$ cat src/logic/xdm_pkg.sv
// How it works
// - Extended accesses go through the window at the upper half of data space.
// - Extended space is split into 32 Kbyte pages, any mapped into window.
// - Reads use 10-bit read page, writes use 9-bit write page, independently.
// - Window access with page zero raises an address error trap.
// - Read with EA bit 15 set, page bit 9 clear: page low 9 bits above EA low 15.
// - Write with EA bit 15 set: write page low 9 bits above EA low 15.
// - Outside repeat, each extended read costs one extra cycle, two cycles in all.
// - Under repeat, first two extended reads take three cycles, later ones one.
// - Pointer wrap from 0xFFFF to 0x8000 leaves page registers untouched.
// - Addresses below 0x8000 ignore both page registers, go straight to base.
// - Extended writes complete in one cycle with no overhead.
package xdm_pkg;
   localparam int EA_W        = 16;
   localparam int OFS_W       = 15;
   localparam int PHYS_W      = 24;
   localparam int RPAGE_W     = 10;
   localparam int WPAGE_W     = 9;
   localparam int WIN_BIT     = 15;
   localparam int RPAGE_HI    = 9;
   localparam int PAGE_BYTES  = 32768;
   localparam logic [RPAGE_W-1:0] RPAGE_RST = 10'h001;
   localparam logic [WPAGE_W-1:0] WPAGE_RST = 9'h001;
   localparam logic [WPAGE_W-1:0] PAGE_ZERO = 9'h000;
   // Stall cycles: a plain extended read holds one, the first two under repeat hold two
   localparam logic [1:0] RD_EXTRA      = 2'h1;
   localparam logic [1:0] RPT_RD_EXTRA  = 2'h2;
   localparam logic [1:0] RPT_SLOW_READS = 2'h2;

   typedef enum logic [1:0] {
      XDM_IDLE  = 2'b00,
      XDM_STALL = 2'b01
   } xdm_state_t;
endpackage

$ cat src/logic/xdm_mapper.sv
`timescale 1ns/1ps
// Extended data page mapper: turns a 16-bit effective address into a 24-bit one
module xdm_mapper (
   input  wire logic                         core_clk,
   input  wire logic                         nrst,
   // Page register loads from the core
   input  wire logic                         rpage_we,
   input  wire logic [xdm_pkg::RPAGE_W-1:0]  rpage_wdata,
   input  wire logic                         wpage_we,
   input  wire logic [xdm_pkg::WPAGE_W-1:0]  wpage_wdata,
   // Access request from the core's address unit
   input  wire logic                         acc_valid,
   input  wire logic                         acc_write,
   input  wire logic [xdm_pkg::EA_W-1:0]     acc_ea,
   input  wire logic                         repeat_loop,
   // Handshake and mapped result
   output logic                              acc_ready,
   output logic                              out_valid,
   output logic                              out_write,
   output logic                              out_extended,
   output logic [xdm_pkg::PHYS_W-1:0]        out_addr,
   output logic                              addr_error,
   // Current page registers, for the core to read back
   output logic [xdm_pkg::RPAGE_W-1:0]       data_read_page,
   output logic [xdm_pkg::WPAGE_W-1:0]       data_write_page
);
   logic [xdm_pkg::RPAGE_W-1:0] rpage_q;
   logic [xdm_pkg::WPAGE_W-1:0] wpage_q;
   logic [1:0]                  rpt_cnt_q;
   logic                        busy;
   logic                        in_window;
   logic                        take;
   logic                        is_ext_rd;
   logic                        rd_page_bad;
   logic                        wr_page_bad;
   logic [1:0]                  extra;
   logic                        load_stall;
   logic [xdm_pkg::PHYS_W-1:0]  addr_d;
   logic                        addr_err_d;
   // Result registers behind the out_* ports
   logic                        out_valid_q;
   logic                        out_write_q;
   logic                        out_ext_q;
   logic [xdm_pkg::PHYS_W-1:0]  out_addr_q;
   logic                        addr_err_q;

   // Page registers change only on an explicit write; a pointer that wraps
   // inside the window never touches them, software must step the page.
   // An access taken in the same cycle as a load still sees the old page
   always_ff @(posedge core_clk) begin
      if (!nrst) begin
         rpage_q <= xdm_pkg::RPAGE_RST;
      end else if (rpage_we) begin
         rpage_q <= rpage_wdata;
      end
   end

   always_ff @(posedge core_clk) begin
      if (!nrst) begin
         wpage_q <= xdm_pkg::WPAGE_RST;
      end else if (wpage_we) begin
         wpage_q <= wpage_wdata;
      end
   end

   assign data_read_page  = rpage_q;
   assign data_write_page = wpage_q;

   // Window decode: top half of the 16-bit space
   assign in_window = acc_ea[xdm_pkg::WIN_BIT];
   assign take      = acc_valid && acc_ready;
   assign is_ext_rd = take && !acc_write && in_window;

   // Page zero seen through the window is the base memory again: trap it
   assign rd_page_bad = (rpage_q[xdm_pkg::WPAGE_W-1:0] == xdm_pkg::PAGE_ZERO)
                        && !rpage_q[xdm_pkg::RPAGE_HI];
   assign wr_page_bad = (wpage_q == xdm_pkg::PAGE_ZERO);

   // Address build; below the window the page registers are ignored
   always_comb begin
      addr_d = {{(xdm_pkg::PHYS_W-xdm_pkg::EA_W){1'b0}}, acc_ea};
      if (in_window && acc_write) begin
         addr_d = {wpage_q, acc_ea[xdm_pkg::OFS_W-1:0]};
      end else if (in_window) begin
         addr_d = {rpage_q[xdm_pkg::WPAGE_W-1:0], acc_ea[xdm_pkg::OFS_W-1:0]};
      end
   end

   // Trap decode, judged against the page that this direction would use
   always_comb begin
      addr_err_d = 1'b0;
      if (take && in_window && acc_write) begin
         addr_err_d = wr_page_bad;
      end else if (take && in_window) begin
         addr_err_d = rd_page_bad;
      end
   end

   // Result strobe: one cycle per taken access, so a stall never doubles it
   always_ff @(posedge core_clk) begin
      if (!nrst) begin
         out_valid_q <= 1'b0;
      end else begin
         out_valid_q <= take;
      end
   end

   // Direction of the access, captured only when it is taken
   always_ff @(posedge core_clk) begin
      if (!nrst) begin
         out_write_q <= 1'b0;
      end else if (take) begin
         out_write_q <= acc_write;
      end
   end

   // Window flag for a taken access with effective address bit 15 set
   always_ff @(posedge core_clk) begin
      if (!nrst) begin
         out_ext_q <= 1'b0;
      end else begin
         out_ext_q <= take && in_window;
      end
   end

   // Mapped address holds between accesses; reloading only on a take keeps
   // the downstream address lines quiet while the core is stalled
   always_ff @(posedge core_clk) begin
      if (!nrst) begin
         out_addr_q <= '0;
      end else if (take) begin
         out_addr_q <= addr_d;
      end
   end

   // Trap pulse stands beside the strobe of the access that caused it
   always_ff @(posedge core_clk) begin
      if (!nrst) begin
         addr_err_q <= 1'b0;
      end else begin
         addr_err_q <= addr_err_d;
      end
   end

   // Ports come straight from the result registers
   assign out_valid    = out_valid_q;
   assign out_write    = out_write_q;
   assign out_extended = out_ext_q;
   assign out_addr     = out_addr_q;
   assign addr_error   = addr_err_q;

   // Count extended reads inside one repeat loop; saturates at two
   always_ff @(posedge core_clk) begin
      if (!nrst) begin
         rpt_cnt_q <= 2'h0;
      end else if (!repeat_loop) begin
         rpt_cnt_q <= 2'h0;
      end else if (is_ext_rd && rpt_cnt_q != xdm_pkg::RPT_SLOW_READS) begin
         rpt_cnt_q <= rpt_cnt_q + 2'h1;
      end
   end

   // Writes never stall; extended reads hold one extra cycle, or two early in a loop.
   // Loop reads past the second run at full speed, so a long table copy
   // pays the overhead only on its first two reads
   always_comb begin
      extra = xdm_pkg::RD_EXTRA;
      if (repeat_loop && rpt_cnt_q < xdm_pkg::RPT_SLOW_READS) begin
         extra = xdm_pkg::RPT_RD_EXTRA;
      end else if (repeat_loop) begin
         extra = 2'h0;
      end
   end

   assign load_stall = is_ext_rd;

   xdm_stall_ctr u_stall (
      .core_clk (core_clk),
      .nrst     (nrst),
      .load     (load_stall),
      .count    (extra),
      .busy     (busy)
   );

   // Ready drops while an extended read is paying its overhead
   assign acc_ready = !busy;
endmodule // xdm_mapper

$ cat src/logic/xdm_stall_ctr.sv
`timescale 1ns/1ps
// Down-counter that holds the core for a loaded number of cycles
module xdm_stall_ctr (
   input  wire logic       core_clk,
   input  wire logic       nrst,
   input  wire logic       load,
   input  wire logic [1:0] count,
   output logic            busy
);
   logic [1:0] cnt_q;

   // Load wins over counting; a zero load gives no stall
   always_ff @(posedge core_clk) begin
      if (!nrst) begin
         cnt_q <= 2'h0;
      end else if (load) begin
         cnt_q <= count;
      end else if (cnt_q != 2'h0) begin
         cnt_q <= cnt_q - 2'h1;
      end
   end

   assign busy = (cnt_q != 2'h0);
endmodule // xdm_stall_ctr

$ cat config.mk
export PLATFORM = sky130hd
export DESIGN_NAME = xdm_mapper
export DESIGN_NICKNAME = d
export VERILOG_FILES = /design/src/logic/xdm_pkg.sv /design/src/logic/xdm_mapper.sv /design/src/logic/xdm_stall_ctr.sv
export SDC_FILE = /design/constraint.sdc
export NUM_CORES = 1
export LEC_CHECK = 0
export BUFFER_PORTS_ARGS = -buffer_cell sky130_fd_sc_hd__buf_2
export CORE_ASPECT_RATIO = 0.6
export CORE_MARGIN = 2
export CORE_UTILIZATION = 25
export DETAILED_ROUTE_END_ITERATION = 10
export PLACE_DENSITY_LB_ADDON = 0.05
export SYNTH_ARGS = -nofsm -noshare
export SYNTH_HDL_FRONTEND = slang
export SYNTH_SLANG_ARGS = --single-unit
$ cat constraint.sdc
create_clock -name core_clk -period 2.2 [get_ports core_clk]
set_clock_uncertainty 0.1 [all_clocks]
set_input_delay 0.11 -clock core_clk [delete_from_list [all_inputs] [get_ports core_clk]]
set_output_delay 0.11 -clock core_clk [all_outputs]
set_load 0.03 [all_outputs]
== Word level (Yosys, flattened, before mapping) ==
Index checks and enable logic that the tools add are counted.

* Add/subtract/negate cells: 2
* Order comparisons: 1
* Equal/unequal tests: 1
* Mux-type cells: 8
* Reduce and logical (&&, ||, !) cells: 17

{| class="wikitable"
|+ Operators with widths
! operator !! number
|-
| 2-to-1 mux 24 bit || 2
|-
| zero test 9 bit || 2
|-
| logical AND 1 bit || 9
|-
| 2-to-1 mux 2 bit || 3
|-
| nonzero test 2 bit || 2
|-
| zero test 1 bit || 3
|-
| 2-to-1 mux 1 bit || 3
|-
| adder 2 x 1 -> 2 bit (second input constant) || 1
|-
| less-than comparator 2 bit (second input constant) || 1
|-
| != test 2 bit (second input constant) || 1
|-
| AND reduction 2 bit || 1
|-
| subtractor 2 x 1 -> 2 bit (second input constant) || 1
|}

* Register bits: 51
* Input port bits: 42
* Output and inout bits: 48
* Logic and storage cells: 38

== Depth between registers and ports, before layout ==
* Word-level depth: 6
* Depth in mapped cells: 8

== By module ==
Synthesis repeated with hierarchy kept, for this count alone.

* Cells, all modules: 210
* Area total of the unflattened synthesis: 2072.0 µm²

{| class="wikitable"
|+ Modules (own cells, without submodules)
! module !! instances !! cells each !! area each (µm²) !! sequential area each (µm²)
|-
| xdm_mapper || 1 || 196 || 1951.9 || 980.9
|-
| xdm_stall_ctr || 1 || 14 || 120.1 || 40.0
|}

== Worst setup path after synthesis ==
No wires, ideal clock.

* Path kind: register to register
* Start: register u_stall.cnt_q[0]
* End: register out_addr_q, in the netlist out_addr[10]
* Library setup time: 0.076 ns
* Arrival: 1.720 ns
* Required time: 2.024 ns
* Setup slack: 0.305 ns
* Stages on the path, launching flop included: 9
* Buffers on the path: 3
* Cells stage by stage: dfxtp_1 -> inv_1 -> ha_1 -> buf_2 -> and2_1 -> clkbuf_1 -> clkbuf_1 -> nand2_1 -> a21boi_0

* Cells in the longest elaborated chain, start to end: 3

{| class="wikitable"
|+ RTL lines
! item !! line !! RTL
|-
| from (decl) || xdm_stall_ctr.sv:10 || <nowiki>logic [1:0] cnt_q;</nowiki>
|-
| from (signal assigned) || xdm_stall_ctr.sv:17 || <nowiki>cnt_q <= count;</nowiki>
|-
| from (signal assigned) || xdm_stall_ctr.sv:19 || <nowiki>cnt_q <= cnt_q - 2'h1;</nowiki>
|-
| nonzero test 2 bit || xdm_stall_ctr.sv:23 || <nowiki>assign busy = (cnt_q != 2'h0);</nowiki>
|-
| zero test 1 bit || xdm_mapper.sv:186 || <nowiki>assign acc_ready = !busy;</nowiki>
|-
| via acc_ready || xdm_mapper.sv:17 || <nowiki>output logic acc_ready,</nowiki>
|-
| logical AND 1 bit || xdm_mapper.sv:71 || <nowiki>assign take = acc_valid && acc_ready;</nowiki>
|-
| to (signal assigned) || xdm_mapper.sv:132 || <nowiki>out_addr_q <= addr_d;</nowiki>
|-
| to (decl) || xdm_mapper.sv:44 || <nowiki>logic [xdm_pkg::PHYS_W-1:0] out_addr_q;</nowiki>
|}

The timed path passes the listed nets, and every way through them passes these cells.
A chain may end at the register's enable or synchronous reset.

== Worst setup path in the final report ==
* Start: register u_stall.cnt_q[0]
* End: register u_stall.cnt_q[1]

* Cells in the longest elaborated chain, start to end: 6
* Elaborated cells on any way between the ends: 9
* Those cells by class: 1 x add/sub; 2 x mux; 6 x reduce/logical

{| class="wikitable"
|+ RTL lines
! item
|-
| parallel branches: the longest is 6 deep, another holds subtractor 2 x 1 -> 2 bit
|}

Parallel ways; which one is timed is not known. The select of a mux whose other input is x is not followed.

==> flow_summary.yaml <==
placement:
  place.gp.congestion: 0.677
  io_buffer_count: 89
  place.detailed.hpwl_um: 4320
timing:
  min_period_ns: 1.81
  hold_slack_ns: 0.00574
  finalCritPeriodShare: 0.825
  setup-violations-final: 0
  grt_setup_unrepaired: "no"
  fin_setup_tns_ns: 0
  maxSlewHeadroom: 0.738
  maxClockFrequency_mhz: 551
  worstMarginPinSlew_ns: 0.392
  maxSlewViolCount: 0
  hold_violations: 0
hold_path:
  holdPathEnd: "data_write_page[8]$_SDFFE_PN0P_"
  hold_start: "wpage_wdata[8]"
  min_path_cells: 3
  hp-class: "in2reg"
finish:
  final_common_cell: "buf_2"
  final_cell_mix: "buf_2, dfxtp_1, nand2_1"
  drive_above_1_share: 0.312
  area_growth_pct: 52.8
  antenna_cells: 0
  final_nets: 380
synth:
  synth_fa_ha_area_frac: 0.0123
  syn_inst: 212
  yosys.area.top_type: "dfxtp_1"
  synth_mux_area_frac: 0.144
  ys_types: 26
  syn_avg_cell_area_um2: 9.56
  synth_xor_area_frac: 0.00432
  synth_top_family_by_area: "simple AND/OR/NAND/NOR gates"
  synth-compound-area-share: 0.106
  ys_ff_latch: 51
  netlist_top_cells_area: "dfxtp_1, mux2i_1, nand2_1, a21boi_0, nor2b_1"
  ys_seq_area_frac: 0.504
  synth_top_cell_area_share: 0.504
  synthesis.area_mm2: 0.00203
  syn_nets: 256
  yosysWarnings: 0
  synthSimpleGateAreaFrac: 0.201
worst_setup_path:
  path_max_fanout: 10
  critPathRequiredTime_ns: 2.31
  worst-endpoint-arrival_ns: 1.93
  r2r_cells: 5
  r2r-start: "u_stall.cnt_q[0]$_SDFFE_PN0P_"
  end_kind: "flop"
  path_class: "reg2reg"
  r2r_slack_ns: 0.39
  r2r_end: "u_stall.cnt_q[1]$_SDFFE_PN0P_"
  startpoint_type: "flop"
routing:
  ant_nets: 0
  vias: 1874
  drcViolationCount: 0
  drt_iter0_markers: 54
  drt_wl_total_um: 5930
  drtPass1Iterations: 5
  wl_per_cell_um: 13.3
  detail_route.vias_per_cell: 4.21
clock_tree:
  insertion_delay_ns: 0.29
  cts_root_buf: "clkbuf_16"
  clock_sinks: 51
  cts-buffers-inserted: 5
  clockBufferDepth: 2
  cts_tree: "done"
  clk_pin_slew_ns: 0.07
  postCtsSetupRepairBufs: 0
  htree_num_levels: 2
power_and_ir_drop:
  p_per_area_mw_per_mm2: 877
  ir_drop_mv: 0.274
  leakage_uw: 0.00146
floorplanning:
  dieHeight_um: 73.7
  ioPinCount: 90
  start_util: 0.257
  core_area_mm2: 0.00788
  rows: 25
  dieArea_mm2: 0.00887
  die_w_um: 120
outcome:
  status: "completed"
global_route:
  overflow: 0
  antenna_found_initial: 0
  grt_first_pass_wirelength_um: 9520
  grt_usage: 0.140
  grt_start_max_net_pins: 19
  grt_pass1_vias: 1836
job:
  maxCapViolations: 0
[cell families after synthesis]
kind of cell / after synthesis
multiplexers: 29
XOR/XNOR: 1
AND/OR/NAND/NOR: 81
buffers and inverters: 15
AO/OA/AOI/OAI: 33
adder cells (fa/ha/maj): 2
flip-flops: 51
[power by group]
group	internal, uW	switching, uW
clock	485	330
sequential	1030	63.9
combinational	296	509
total	1810	904
[Yosys cell counts]
library cell / n
and2_1: 3
or2_2: 1
a21boi_1: 3
mux2_2: 1
ha_1: 2
a21boi_0: 16
nand4b_2: 1
or3b_2: 1
a22oi_1: 1
nor2b_1: 18
and3_1: 2
buf_2: 2
nand2_1: 45
nor4b_1: 1
o21ai_0: 11
xor2_1: 1
mux2i_1: 28
or3_1: 2
nor4_1: 1
a21oi_1: 2
or4_1: 3
dfxtp_1: 51
nand4_1: 1
clkbuf_1: 9
inv_1: 4
nor2_1: 2
[per-layer routing]
layer	up-vias	share of wire	global-route usage	wire [um]
li1	960	-	-	-
met1	860	0.53	0.197	3130
met2	49	0.42	0.210	2490
met3	5	0.045	0.0396	266
met4	0	0.0083	0.0388	49
met5	-	0	0	0
[area by class of cell]
class | instances | area [um2]
clock buffers | 8 | 156
fillers | 829 | 4780
inverters | 4 | 15.0
multi-input cells | 146 | 947
flip-flops and latches | 51 | 1020
well taps | 108 | 135
repair buffers | 128 | 823
[registers in the layout, indices dropped and copies added, names as in the netlist]
register,count
out_addr,24
out_valid,1
out_write,1
out_extended,1
u_stall.cnt_q,2
data_write_page,9
addr_error,1
data_read_page,10
rpt_cnt_q,2
[what timing repair did]
action | 4_1_cts | 5_1_grt
setup endpoints to repair | 0 | 0
resized for setup | 0 | 0
hold buffers | 34 | 0
endpoints found under the hold margin | 35 | 0
[critical path: stages (launching register included)]
cell and delay [ns]:
dfxtp_1 0.32, inv_1 0.06, ha_1 0.35, nand4b_2 0.25
or3b_2 0.51, a21boi_0 0.15
[stage by stage]
stage	worst slack (ns)	util	cells	power (uW)	area, um2
floorplan	0.305	-	212	1630	2030
global placement	0.440	0.330	403	1890	2600
detailed placement	0.380	0.330	403	1890	2600
CTS	0.359	0.393	445	2760	3100
global route	0.229	0.393	445	2890	3100
finish	0.386	0.393	445	2720	3100
[worst max path at each step]
stage / end / start / cells past startpoint
5_1_grt: u_stall.cnt_q[1]$_SDFFE_PN0P_ / u_stall.cnt_q[0]$_SDFFE_PN0P_ / 5
6_report: u_stall.cnt_q[1]$_SDFFE_PN0P_ / u_stall.cnt_q[0]$_SDFFE_PN0P_ / 5
3_5_place_dp: u_stall.cnt_q[1]$_SDFFE_PN0P_ / u_stall.cnt_q[0]$_SDFFE_PN0P_ / 5
3_3_place_gp: u_stall.cnt_q[1]$_SDFFE_PN0P_ / u_stall.cnt_q[0]$_SDFFE_PN0P_ / 5
4_1_cts: u_stall.cnt_q[1]$_SDFFE_PN0P_ / u_stall.cnt_q[0]$_SDFFE_PN0P_ / 5
2_1_floorplan: out_addr[10]$_SDFFE_PN0N_ / u_stall.cnt_q[0]$_SDFFE_PN0P_ / 8
Note: power is estimated with default switching activity, not from simulation.
